<file path="config.mk">
export PLATFORM = sky130hd
export DESIGN_NAME = ssp_i2c_slave
export DESIGN_NICKNAME = d
export VERILOG_FILES = /design/src/ssp_pkg.sv /design/src/ssp_pin_sync.sv /design/src/ssp_i2c_slave.sv
export SDC_FILE = /design/constraint.sdc
export NUM_CORES = 1
export LEC_CHECK = 0
export BUFFER_PORTS_ARGS = -buffer_cell sky130_fd_sc_hd__buf_2
export CELL_PAD_IN_SITES_DETAIL_PLACEMENT = 0
export CELL_PAD_IN_SITES_GLOBAL_PLACEMENT = 1
export CORE_ASPECT_RATIO = 1.1
export CORE_MARGIN = 4
export CORE_UTILIZATION = 25
export DETAILED_ROUTE_END_ITERATION = 6
export HOLD_SLACK_MARGIN = 0.12
export PLACE_DENSITY_LB_ADDON = 0.1
export RECOVER_POWER = 25
export SKIP_LAST_GASP = 1
export SYNTH_ARGS = -nofsm -noshare
export SYNTH_HDL_FRONTEND = slang
export SYNTH_SLANG_ARGS = --single-unit
</file>
<file path="constraint.sdc">
create_clock -name clk -period 2.6 [get_ports clk]
set_input_delay 0.52 -clock clk [delete_from_list [all_inputs] [get_ports clk]]
set_output_delay 0.52 -clock clk [all_outputs]
set_load 0.01 [all_outputs]
</file>
<file path="src/ssp_pkg.sv">
package ssp_pkg;

  // byte width on the wire
  localparam int unsigned BYTE_W = 8;

  // mode field values of the control word
  localparam logic [3:0] MODE_SLV7      = 4'h6;  // slave, 7-bit address
  localparam logic [3:0] MODE_SLV10     = 4'h7;  // slave, 10-bit address
  localparam logic [3:0] MODE_FW_MASTER = 4'hb;  // firmware master, slave idle
  localparam logic [3:0] MODE_SLV7_SP   = 4'he;  // 7-bit with start/stop irq
  localparam logic [3:0] MODE_SLV10_SP  = 4'hf;  // 10-bit with start/stop irq

  // field positions of the control word
  localparam int unsigned CTRL_OVF_BIT = 6;
  localparam int unsigned CTRL_EN_BIT  = 5;
  localparam int unsigned CTRL_MODE_HI = 3;
  localparam int unsigned CTRL_MODE_LO = 0;

  // port direction bits of the two pins (1 = input)
  localparam int unsigned DIR_SDA_BIT = 4;
  localparam int unsigned DIR_SCL_BIT = 3;

  // high address byte prefix for 10-bit addressing
  localparam logic [4:0] TEN_BIT_PREFIX = 5'h1e;

  // general call address, never answered
  localparam logic [6:0] GEN_CALL_ADDR = 7'h00;

  // bit count that closes a byte
  localparam logic [3:0] BITS_PER_BYTE = 4'h8;

  // reset values
  localparam logic [7:0] BUF_RESET  = 8'h00;
  localparam logic [7:0] CTRL_RESET = 8'h00;

  // status word carried to software
  typedef struct packed {
    logic start_seen;     // start seen last
    logic stop_seen;      // stop seen last
    logic data_not_addr;  // last byte was data
    logic update_addr;    // next address byte must be reloaded
    logic read_not_write; // master reads from us
    logic buf_full;       // buffer holds an unread byte
  } ssp_status_t;

  // synchronised view of the bus pins
  typedef struct packed {
    logic scl;
    logic sda;
    logic scl_rise;
    logic scl_fall;
    logic start;
    logic stop;
  } ssp_bus_t;

  // engine states, gray along idle-shift-ack-tx-txack
  typedef enum logic [2:0] {
    ST_IDLE   = 3'b000,
    ST_SHIFT  = 3'b001,
    ST_ACK    = 3'b011,
    ST_TX     = 3'b010,
    ST_TX_ACK = 3'b110
  } ssp_state_t;

endpackage

</file>
<file path="src/ssp_pin_sync.sv">
`timescale 1ns/1ps
// two-flop synchroniser and edge finder for the bus pins
module ssp_pin_sync (
  input  wire logic             clk,
  input  wire logic             rst,
  input  wire logic             scl_in,
  input  wire logic             sda_in,
  output ssp_pkg::ssp_bus_t     bus
);

  logic [1:0] meta_q;   // first stage, read only by second stage
  logic [1:0] meta_d;
  logic [1:0] sync_q;   // second stage, safe to use
  logic [1:0] sync_d;
  logic [1:0] last_q;   // previous synced level for edges
  logic [1:0] last_d;

  // next values: pure shift chain
  always_comb begin
    meta_d = {scl_in, sda_in};
    sync_d = meta_q;
    last_d = sync_q;
  end

  // registers, idle bus is high
  always_ff @(posedge clk or posedge rst) begin
    if (rst) begin
      meta_q <= 2'h3;
      sync_q <= 2'h3;
      last_q <= 2'h3;
    end else begin
      meta_q <= meta_d;
      sync_q <= sync_d;
      last_q <= last_d;
    end
  end

  // decode edges and start/stop from synced levels only
  always_comb begin
    bus.scl      = sync_q[1];
    bus.sda      = sync_q[0];
    bus.scl_rise = sync_q[1] & ~last_q[1];
    bus.scl_fall = ~sync_q[1] & last_q[1];
    bus.start    = sync_q[1] & last_q[1] & ~sync_q[0] & last_q[0];
    bus.stop     = sync_q[1] & last_q[1] & sync_q[0] & ~last_q[0];
  end

endmodule

</file>
<file path="src/ssp_i2c_slave.sv">
`timescale 1ns/1ps
// What this block does
// full slave, general call never acknowledged
// start/stop raise irq flag when enabled
// standard timing, 7-bit and 10-bit addresses
// software sets both pin directions to input
// port works only while enable set
// four-bit mode selects five modes
// firmware master mode keeps slave idle
// pins open drain when enabled and inputs
// status shows start, stop, da, ua, rw
// status is read only to software
// software exchanges data through buffer register
// hidden shift register moves sda bits
// receive double buffered, shift continues
// full byte goes to buffer, sets flag
// unread buffer: set overflow, drop byte
// address bytes compared with address register
// 10-bit: load high byte 11110 a9 a8 0
// after high match reload low eight bits
// acknowledge holds sda low ninth clock
module ssp_i2c_slave #(
  parameter int unsigned DATA_W = ssp_pkg::BYTE_W
) (
  input  wire logic                clk,
  input  wire logic                rst,
  input  wire logic                scl_in,             // clock pin level
  input  wire logic                sda_in,             // data pin level
  input  wire logic [7:0]          serial_port_control, // control word
  input  wire logic [7:0]          port_c_direction,   // pin directions
  input  wire logic [DATA_W-1:0]   slave_address_register,
  input  wire logic [DATA_W-1:0]   tx_data,            // buffer write data
  input  wire logic                tx_write,           // buffer write strobe
  input  wire logic                buf_read,           // buffer read strobe
  input  wire logic                irq_clear,          // clears irq flag
  input  wire logic                ovf_clear,          // clears overflow
  output logic                     scl_out,
  output logic                     scl_oe_n,
  output logic                     sda_out,
  output logic                     sda_oe_n,
  output logic [DATA_W-1:0]        serial_rx_tx_buffer,
  output logic                     serial_port_irq_flag,
  output logic                     receive_overflow_flag,
  output ssp_pkg::ssp_status_t     serial_port_status
);

  if (DATA_W != ssp_pkg::BYTE_W) begin : g_chk
    $error("ssp_i2c_slave serves only 8-bit bytes");
  end

  ssp_pkg::ssp_bus_t bus;  // synchronised pins and events

  ssp_pin_sync u_sync (
    .clk    (clk),
    .rst    (rst),
    .scl_in (scl_in),
    .sda_in (sda_in),
    .bus    (bus)
  );

  // control decode
  logic [3:0] mode;       // selected mode
  logic       enabled;    // port enable
  logic       pins_in;    // both pins set as inputs
  logic       slave_mode; // one of the four slave modes
  logic       ten_bit;    // 10-bit address mode
  logic       sp_irq;     // start/stop interrupts on
  logic       active;     // slave engine may run

  always_comb begin
    mode       = serial_port_control[ssp_pkg::CTRL_MODE_HI:ssp_pkg::CTRL_MODE_LO];
    enabled    = serial_port_control[ssp_pkg::CTRL_EN_BIT];
    pins_in    = port_c_direction[ssp_pkg::DIR_SDA_BIT] & port_c_direction[ssp_pkg::DIR_SCL_BIT];
    slave_mode = (mode == ssp_pkg::MODE_SLV7) | (mode == ssp_pkg::MODE_SLV10) |
                 (mode == ssp_pkg::MODE_SLV7_SP) | (mode == ssp_pkg::MODE_SLV10_SP);
    ten_bit    = (mode == ssp_pkg::MODE_SLV10) | (mode == ssp_pkg::MODE_SLV10_SP);
    sp_irq     = (mode == ssp_pkg::MODE_SLV7_SP) | (mode == ssp_pkg::MODE_SLV10_SP);
    active     = enabled & pins_in & slave_mode;
  end

  // engine state
  ssp_pkg::ssp_state_t   state_q, state_d;
  logic [DATA_W-1:0]     shift_q, shift_d;  // hidden shift register
  logic [3:0]            cnt_q, cnt_d;      // bits of current byte
  logic                  ack_q, ack_d;      // drive ack in ack slot
  logic                  tx_next_q, tx_next_d;  // after ack go transmit
  logic [1:0]            aph_q, aph_d;      // 0 first addr, 1 low addr, 2 data
  logic                  hit10_q, hit10_d;  // full 10-bit match done
  logic [DATA_W-1:0]     buf_q, buf_d;
  logic                  irq_q, irq_d;
  logic                  ovf_q, ovf_d;
  logic                  sda_drv_q, sda_drv_d;  // pull sda low
  ssp_pkg::ssp_status_t  st_q, st_d;

  // byte decode helpers
  logic byte_done;   // eighth bit has passed its falling edge
  logic hi_match;    // first address byte matches
  logic lo_match;    // low 10-bit address byte matches
  logic rx_accept;   // buffer free for a new byte
  logic rx_set;      // a byte lands in the buffer this cycle

  always_comb begin
    byte_done = bus.scl_fall & (cnt_q == ssp_pkg::BITS_PER_BYTE);
    hi_match  = (shift_q[7:1] == slave_address_register[7:1]) &
                (shift_q[7:1] != ssp_pkg::GEN_CALL_ADDR);
    if (ten_bit) begin
      hi_match = hi_match & (shift_q[7:3] == ssp_pkg::TEN_BIT_PREFIX);
    end
    lo_match  = (shift_q == slave_address_register);
    rx_accept = ~st_q.buf_full;
  end

  // next state of the engine and its registers
  always_comb begin
    state_d   = state_q;
    shift_d   = shift_q;
    cnt_d     = cnt_q;
    ack_d     = ack_q;
    tx_next_d = tx_next_q;
    aph_d     = aph_q;
    hit10_d   = hit10_q;
    buf_d     = buf_q;
    st_d      = st_q;
    rx_set    = 1'b0;
    // software side of the buffer
    if (tx_write) begin
      buf_d = tx_data;
    end
    if (buf_read) begin
      st_d.buf_full = 1'b0;
    end
    if (!active) begin
      // disabled or firmware master: engine idle, pins released
      state_d = ssp_pkg::ST_IDLE;
      hit10_d = 1'b0;
    end else if (bus.start) begin
      // start or repeated start: expect an address byte
      state_d         = ssp_pkg::ST_SHIFT;
      cnt_d           = 4'h0;
      aph_d           = 2'h0;
      st_d.start_seen = 1'b1;
      st_d.stop_seen  = 1'b0;
    end else if (bus.stop) begin
      state_d         = ssp_pkg::ST_IDLE;
      hit10_d         = 1'b0;
      st_d.stop_seen  = 1'b1;
      st_d.start_seen = 1'b0;
    end else begin
      unique case (state_q)
        ssp_pkg::ST_IDLE: begin
          // wait for a start
        end
        ssp_pkg::ST_SHIFT: begin
          if (bus.scl_rise && cnt_q != ssp_pkg::BITS_PER_BYTE) begin
            shift_d = {shift_q[6:0], bus.sda};
            cnt_d   = cnt_q + 4'h1;
          end else if (byte_done) begin
            state_d   = ssp_pkg::ST_ACK;
            ack_d     = 1'b0;
            tx_next_d = 1'b0;
            if (aph_q == 2'h0) begin
              if (hi_match && (!ten_bit || !shift_q[0] || hit10_q)) begin
                st_d.data_not_addr  = 1'b0;
                st_d.read_not_write = shift_q[0];
                st_d.update_addr    = ten_bit & ~shift_q[0];
                tx_next_d           = shift_q[0];
                aph_d               = (ten_bit && !shift_q[0]) ? 2'h1 : 2'h2;
                ack_d               = rx_accept;
                rx_set              = rx_accept;
              end else begin
                state_d = ssp_pkg::ST_IDLE;  // not ours
              end
            end else if (aph_q == 2'h1) begin
              if (lo_match) begin
                hit10_d            = 1'b1;
                st_d.update_addr   = 1'b1;
                st_d.data_not_addr = 1'b0;
                aph_d              = 2'h2;
                ack_d              = rx_accept;
                rx_set             = rx_accept;
              end else begin
                state_d = ssp_pkg::ST_IDLE;
              end
            end else begin
              st_d.data_not_addr = 1'b1;
              st_d.update_addr   = 1'b0;
              ack_d              = rx_accept;
              rx_set             = rx_accept;
            end
          end
        end
        ssp_pkg::ST_ACK: begin
          // ack slot ends at the ninth falling edge
          if (bus.scl_fall) begin
            cnt_d = 4'h0;
            if (!ack_q) begin
              state_d = ssp_pkg::ST_IDLE;
            end else if (tx_next_q) begin
              state_d = ssp_pkg::ST_TX;
              shift_d = buf_q;
            end else begin
              state_d = ssp_pkg::ST_SHIFT;
            end
          end
        end
        ssp_pkg::ST_TX: begin
          // shift out on each falling edge after the bit was held
          if (bus.scl_fall) begin
            shift_d = {shift_q[6:0], 1'b0};
            cnt_d   = cnt_q + 4'h1;
            if (cnt_q == ssp_pkg::BITS_PER_BYTE - 4'h1) begin
              state_d = ssp_pkg::ST_TX_ACK;
            end
          end
        end
        ssp_pkg::ST_TX_ACK: begin
          // master acks low to ask for more
          if (bus.scl_rise) begin
            ack_d = ~bus.sda;
          end else if (bus.scl_fall) begin
            cnt_d   = 4'h0;
            state_d = ack_q ? ssp_pkg::ST_TX : ssp_pkg::ST_IDLE;
            shift_d = buf_q;
          end
        end
      endcase
    end
    if (rx_set) begin
      buf_d         = shift_q;
      st_d.buf_full = 1'b1;
    end
  end

  // flags: hardware set wins over software clear
  logic ovf_set;  // byte dropped into a full buffer
  logic irq_set;  // byte event or start/stop event

  always_comb begin
    ovf_set = active & (state_q == ssp_pkg::ST_SHIFT) & byte_done & ~rx_accept &
              ((aph_q == 2'h2) | hi_match & (aph_q == 2'h0) | lo_match & (aph_q == 2'h1));
    irq_set = rx_set |
              (active & (state_q == ssp_pkg::ST_TX_ACK) & bus.scl_fall & ack_q) |
              (active & sp_irq & (bus.start | bus.stop));
    irq_d   = irq_set | (irq_q & ~irq_clear);
    ovf_d   = ovf_set | (ovf_q & ~ovf_clear);
    // open drain: pull low only for ack or a zero data bit
    sda_drv_d = 1'b0;
    if (active && !bus.start && !bus.stop) begin
      if (state_d == ssp_pkg::ST_ACK) begin
        sda_drv_d = ack_d;
      end else if (state_d == ssp_pkg::ST_TX) begin
        sda_drv_d = ~shift_d[7];
      end
    end
  end

  // registers
  always_ff @(posedge clk or posedge rst) begin
    if (rst) begin
      state_q   <= ssp_pkg::ST_IDLE;
      shift_q   <= ssp_pkg::BUF_RESET;
      cnt_q     <= 4'h0;
      ack_q     <= 1'b0;
      tx_next_q <= 1'b0;
      aph_q     <= 2'h0;
      hit10_q   <= 1'b0;
      buf_q     <= ssp_pkg::BUF_RESET;
      st_q      <= '0;
      irq_q     <= 1'b0;
      ovf_q     <= 1'b0;
      sda_drv_q <= 1'b0;
    end else begin
      state_q   <= state_d;
      shift_q   <= shift_d;
      cnt_q     <= cnt_d;
      ack_q     <= ack_d;
      tx_next_q <= tx_next_d;
      aph_q     <= aph_d;
      hit10_q   <= hit10_d;
      buf_q     <= buf_d;
      st_q      <= st_d;
      irq_q     <= irq_d;
      ovf_q     <= ovf_d;
      sda_drv_q <= sda_drv_d;
    end
  end

  // outputs straight from flops or tied constants; status has no software write path
  always_comb begin
    scl_out               = 1'b0;  // never stretches the clock
    scl_oe_n              = 1'b1;
    sda_out               = 1'b0;
    sda_oe_n              = ~sda_drv_q;
    serial_rx_tx_buffer   = buf_q;
    serial_port_irq_flag  = irq_q;
    receive_overflow_flag = ovf_q;
    serial_port_status    = st_q;
  end

endmodule

</file>
==> results of run 1 <==
## registers in the layout (all words and copies together), names as in the netlist, 2 cells and up
register and count:
shift_q 8, serial_port_status 6, cnt_q 4, u_sync.last_d 2, aph_q 2, u_sync.meta_q 2
u_sync.last_q 2, serial_rx_tx_buffer 8, state_q 3
## worst paths after layout
kind	to	cells after the start
hold reg to reg	u_sync.last_d[1]	0
setup reg to reg	serial_rx_tx_buffer[6]	6
setup / recovery	serial_rx_tx_buffer[6]	6
max in group asynchronous	serial_port_irq_flag	3
min in group asynchronous	serial_rx_tx_buffer[0]	3
hold / removal	u_sync.meta_q[1]	1
## layer usage
metal | global-route usage | part of all wire | vias up
li1 | - | - | 1081
met1 | 0.178 | 0.50 | 1083
met2 | 0.195 | 0.46 | 44
met3 | 0.0238 | 0.040 | 2
met4 | 0.0310 | 0.0055 | 0
met5 | 0 | 0 | -
## cells in the mapped netlist (6+ instances only)
library cell | instances | share of area
nand2b_1 | 7 | 0.017
a21oi_1 | 14 | 0.027
dfrtp_1 | 37 | 0.36
nand3_1 | 8 | 0.016
mux2_2 | 27 | 0.12
o21ai_0 | 15 | 0.029
nor2_1 | 10 | 0.015
a22o_1 | 9 | 0.031
nor2b_1 | 7 | 0.017
clkbuf_1 | 7 | 0.010
inv_1 | 12 | 0.018
dfstp_2 | 6 | 0.062
nor3_1 | 7 | 0.014
nand2_1 | 21 | 0.031
## cell families after synthesis
group | Yosys count | share of synthesized area
simple gates | 88 | 0.200
compound gates | 62 | 0.170
flops | 43 | 0.424
mux | 27 | 0.119
buf+inv | 24 | 0.0402
xor+xnor | 10 | 0.0343
fa+ha+maj | 2 | 0.00979
other cells | 2 | 0.00294
## area by class of cell
type / count / area, um2
clock buffer: 6 / 72.6
clock inverter: 2 / 12.5
fill: 1068 / 6750
inverter: 12 / 45.0
multi-input combinational: 192 / 1390
sequential: 43 / 1080
tap: 120 / 150
timing repair buffer: 75 / 435
## cells in the final DEF (no fill, tap or decap), drive strengths merged, types with 3 or more instances in the layout
| cell type | instances |
|---|---|
| inv | 12 |
| o21ai | 15 |
| clkbuf | 9 |
| o31ai | 5 |
| nor2b | 7 |
| nand3 | 9 |
| xor2 | 5 |
| nand2 | 21 |
| a22o | 9 |
| a21oi | 14 |
| nor4 | 5 |
| nor3 | 7 |
| dfstp | 6 |
| conb | 3 |
| xnor2 | 5 |
| buf | 72 |
| a31oi | 3 |
| or4 | 3 |
| mux2 | 27 |
| nand2b | 7 |
| nand3b | 4 |
| nor2 | 10 |
| dfrtp | 37 |
## stage by stage
stage,TNS [ns],cell area [um2]
after floorplan,0,2560
after global placement,-0.466,3100
after detailed placement,-0.567,3100
after CTS,0,3180
after global routing,0,3180
final,0,3180
## power breakdown
| group | internal [uW] | leakage, uW | switching [uW] |
|---|---|---|---|
| registers | 691 | 0.000551 | 16.9 |
| logic | 63.9 | 0.000816 | 70.5 |
| clock network | 188 | 0.0000412 | 241 |
## critical path, delay by kind of cell (launching register included)
family | cells | cell delay (ns)
AND/OR/NAND/NOR | 3 | 1.02
XOR/XNOR | 1 | 0.17
flip-flops | 1 | 0.43
multiplexers | 1 | 0.32
AO/OA/AOI/OAI | 1 | 0.39
==> run_results.csv, run 1 <==
group,metric,value,unit
outcome,status,"finished clean",
cells_and_area,antenna_cells,0,
grt,grt_max_degree,44,
sta,slew_viol_final,0,
cts,cts_made_buffers,5,
setup_path,crit_required,2.78,ns
drt,wirelength,7230,um
cts,ctsHoldBuffers,0,
setup_path,r2r_start,"shift_q[7]",
yosys,syn_area_per_cell,9.90,um2
grt,grt_pass1_wl,11800,um
placed_design,portBuffers,47,
power_and_ir_drop,leakage,0.00141,uW
placed_design,dpl.cell_count,442,
setup_path,max_stage_delay,0.43,ns
grt,antenna_found_initial,0,
min_path,min_from,"scl_in",
setup_path,cp_max_fo,9,
sta,hold_violations,0,
yosys,synth_edf_count,0,
grt,grtUsageTotal,0.125,
cells_and_area,finish.utilization,0.320,
setup_path,cp_common_cell,"or3_4",
cells_and_area,fin_cells,450,
sta,setup_viol,0,
yosys,synthCells,258,
floorplan,die_w,104,um
grt,grt_pass1_vias,2217,
power_and_ir_drop,power_density,399,mW/mm2
yosys,ys_async_sr_fraction,1.00,
yosys,synth-seq-cells,43,
yosys,ys_seq_area_frac,0.424,
placed_design,dp_slack,-0.0698,ns
floorplan,die_area,0.0119,mm2
cts,cts_resized,0,
sta,period_share,0.942,
setup_path,crit_slowest_cell,"dfrtp_1",
drt,via_per_inst,4.91,
sta,slew_headroom,0.261,
yosys,yosys_warnings,0,
setup_path,crit_start,"shift_q[7]",
yosys,ys.flop_type,"dfrtp_1",
yosys,synth_cell_type_count,51,
setup_path,start_kind,"register",
sta,tightest_slew,1.11,ns
placed_design,routabilityCongestion,0.811,
floorplan,die_h,114,um
cells_and_area,num-nets-final,371,
grt,overflow,0,
flow_run,drv_cap,0,
drt,vias,2210,
setup_path,cp_data_arrival_time,2.63,ns
setup_path,path_class,"register to register",
cts,clk_pin_slew_worst_paths,0.09,ns
sta,rsz0062_at_grt,"no",
cells_and_area,area_growth,24.6,%
sta,skew,0.0102,ns
cells_and_area,drive_above_1_share,0.367,
drt,routedWlPerCell,16.1,um
setup_path,crit_chain,"xor2_1 -> or3_4 -> or3_4 -> o311ai_4 -> nand3_4 -> mux2_2",
cts,post-cts-setup-buffers,0,
floorplan,rows,38,
sta,whs,0.324,ns
sta,setup_ws,0.150,ns
drt,drt-initial-drc-count,106,
drt,ant_nets,0,
drt,drt-pass1-iter-count,4,
cts,cts_num_sinks,43,
drt,drcViolationCount,0,
cts,cts_max_level,2,
cts,cts_buffer_depth,2,
floorplan,ios,60,
floorplan,design.core.area,0.00994,mm2
placed_design,hpwl,5620,um
sta,fin_crit,2.45,ns
floorplan,initial_core_util,0.257,
yosys,synth_area,0.00255,mm2
setup_path,critPathCaptureType,"register",
cts,root_buffer,"clkbuf_8",
min_path,hp-class,"input port to register",
cts,cts_tree,"yes",
sta,fmax,408,MHz
setup_path,r2r_setup_slack,0.15,ns
power_and_ir_drop,ir_drop,0.000198,V
cts,clk_latency,0.29,ns
power_and_ir_drop,power,1270,uW
No activity file was read; power rests on OpenSTA's default activity.
==> run 2, diff against run 1 <==
==> constraint.sdc (replaced) <==
create_clock -name clk -period 2.3 [get_ports clk]
set_input_delay 0.46 -clock clk [delete_from_list [all_inputs] [get_ports clk]]
set_output_delay 0.46 -clock clk [all_outputs]
set_load 0.01 [all_outputs]
==> run 2 against run 1 <==
- the run now ends with setup timing left
- maximum frequency rose by 1.8%
- non-clock buffer count up 9
- clock power is 18% higher
- final cell count up 2.2%
- sequential cell count unchanged
- wire length increased by 4.5%
- combinational power grew 17%
- setup slack lost 0.26 ns
- first-iteration DRC count fell by 26%
- sequential power grew 13%
- critical endpoint is now serial_rx_tx_buffer[7]
- largest cell class unchanged
==> run_results.csv, run 2 (same netlist as run 1, synthesis figures left out) <==
group,metric,value,unit
placed_design,dp_slack,-0.322,ns
setup_path,cp_common_cell,"or3_4",
sta,setup_ws,-0.106,ns
power_and_ir_drop,p_comb_frac,0.107,
setup_path,cp_top_family,"simple AND/OR/NAND/NOR gates",
power_and_ir_drop,seqPwrFrac,0.547,
sta,fin_crit,2.41,ns
power_and_ir_drop,swShare,0.268,
cells_and_area,num-nets-final,381,
setup_path,max_stage_delay,0.42,ns
floorplan,die_area,0.0119,mm2
power_and_ir_drop,ir_drop,0.000232,V
outcome,failed_checks,"setup timing",
setup_path,cp_data_arrival_time,2.59,ns
setup_path,critPathCaptureType,"register",
grt,overflow,0,
cells_and_area,final_common_cell,"buf_2",
floorplan,die_w,104,um
placed_design,routabilityCongestion,0.800,
cts,clk_latency,0.30,ns
power_and_ir_drop,power.switching,392,uW
drt,drt-pass1-iter-count,4,
setup_path,cp_max_fo,5,
setup_path,start_kind,"register",
setup_path,crit_slowest_cell,"dfrtp_1",
power_and_ir_drop,leakage,0.00148,uW
drt,ant_nets,0,
setup_path,path_class,"register to register",
cts,cts_buffer_depth,2,
drt,vias,2230,
cells_and_area,fillers,1030,
grt,grt_pass1_wl,12700,um
sta,slew_headroom,0.396,
power_and_ir_drop,clock_power_share,0.346,
floorplan,rows,38,
sta,period_share,1.05,
min_path,hp-class,"input port to register",
cells_and_area,drive_above_1_share,0.412,
drt,dr.max_layer_used,"met4",
floorplan,ios,60,
cells_and_area,antenna_cells,0,
cells_and_area,finish.utilization,0.336,
flow_run,drv_cap,0,
grt,antenna_found_initial,0,
cts,cts_tree,"yes",
placed_design,hpwl,5730,um
cts,ctsHoldBuffers,0,
floorplan,die_h,114,um
sta,rsz0062_at_grt,"yes",
drt,wirelength,7550,um
sta,hold_violations,0,
drt,routed-wl-met3,284,um
sta,tns,-0.571,ns
placed_design,portBuffers,47,
sta,fmax,416,MHz
drt,routed-wl-met2,3460,um
cts,cts_num_sinks,43,
floorplan,initial_core_util,0.257,
drt,drt-initial-drc-count,78,
sta,tightest_slew,0.904,ns
grt,grt_max_degree,24,
cells_and_area,final_cell_mix,"47 x buf_2, 36 x dfrtp_1, 34 x buf_4",
cts,cts_max_level,2,
cts,root_buffer,"clkbuf_8",
setup_path,crit_required,2.48,ns
drt,routedWlPerCell,16.4,um
drt,m1WireLength,3740,um
cells_and_area,fin_cells,460,
setup_path,crit_chain,"xor2_1 -> or3_4 -> or3_4 -> o311ai_4 -> buf_12 -> nand3_4 -> mux2_4",
cells_and_area,area_growth,30.7,%
sta,whs,0.250,ns
placed_design,dpl.cell_count,449,
outcome,status,"complete, but fails checks",
drt,via_per_inst,4.85,
power_and_ir_drop,p_int,1070,uW
cts,clk_pin_slew_worst_paths,0.09,ns
grt,grt_pass1_vias,2353,
sta,slew_viol_final,0,
grt,grtUsageTotal,0.134,
sta,setup_viol,10,
sta,skew,0.0112,ns
cts,cts_made_buffers,5,
floorplan,design.core.area,0.00994,mm2
power_and_ir_drop,power_density,438,mW/mm2
setup_path,worst-path-buf-inv,1,
drt,drcViolationCount,0,
-- run 2: power groups by stage --
stage / clock, uW / sequential (uW) / combinational (uW)
finish: 506 / 801 / 157
global route: 568 / 806 / 176
CTS: 536 / 801 / 159
detailed placement: 0 / 815 / 158
global placement: 0 / 815 / 157
floorplan: 0 / 817 / 81.0
-- run 2: cell type report --
class / count / area, um2 / share of cell area
repair buffers: 84 / 542 / 0.162
clock inverters: 2 / 12.5 / 0.00375
flip-flops and latches: 43 / 1080 / 0.325
multi-input cells: 193 / 1430 / 0.429
clock buffers: 6 / 72.6 / 0.0217
inverters: 12 / 45.0 / 0.0135
well taps: 120 / 150 / 0.0450
-- run 2: what timing repair did --
| action | 4_1_cts | 5_1_grt |
|---|---|---|
| setup buffers | 1 | 1 |
| gates resized for setup | 4 | 7 |
| cloned | 1 | 0 |
| pin swaps | 5 | 5 |
| endpoints found under the setup margin | 14 | 19 |
-- run 2: per-layer routing --
| layer | up-vias | GRT usage |
|---|---|---|
| li1 | 1109 | - |
| met1 | 1070 | 0.186 |
| met2 | 46 | 0.217 |
| met3 | 5 | 0.0272 |
| met4 | 0 | 0.0293 |
| met5 | - | 0 |
-- run 2: final timing paths --
check	start	to	slack (ns)	cells past startpoint
max	shift_q[6]	serial_rx_tx_buffer[7]	-0.11	7
min	sda_in	u_sync.meta_q[0]	0.25	1
max reg2reg	shift_q[6]	serial_rx_tx_buffer[7]	-0.11	7
min reg2reg	u_sync.meta_q[1]	u_sync.last_d[1]	0.36	0
max in group asynchronous	rst	u_sync.last_q[0]	1.25	3
min in group asynchronous	rst	serial_rx_tx_buffer[0]	0.34	2
-- run 2: per-stage QoR --
stage	total power, uW	cell area [um2]
detailed placement	973	3160
finish	1460	3340
CTS	1500	3300
floorplan	898	2560
global placement	973	3160
global route	1550	3340
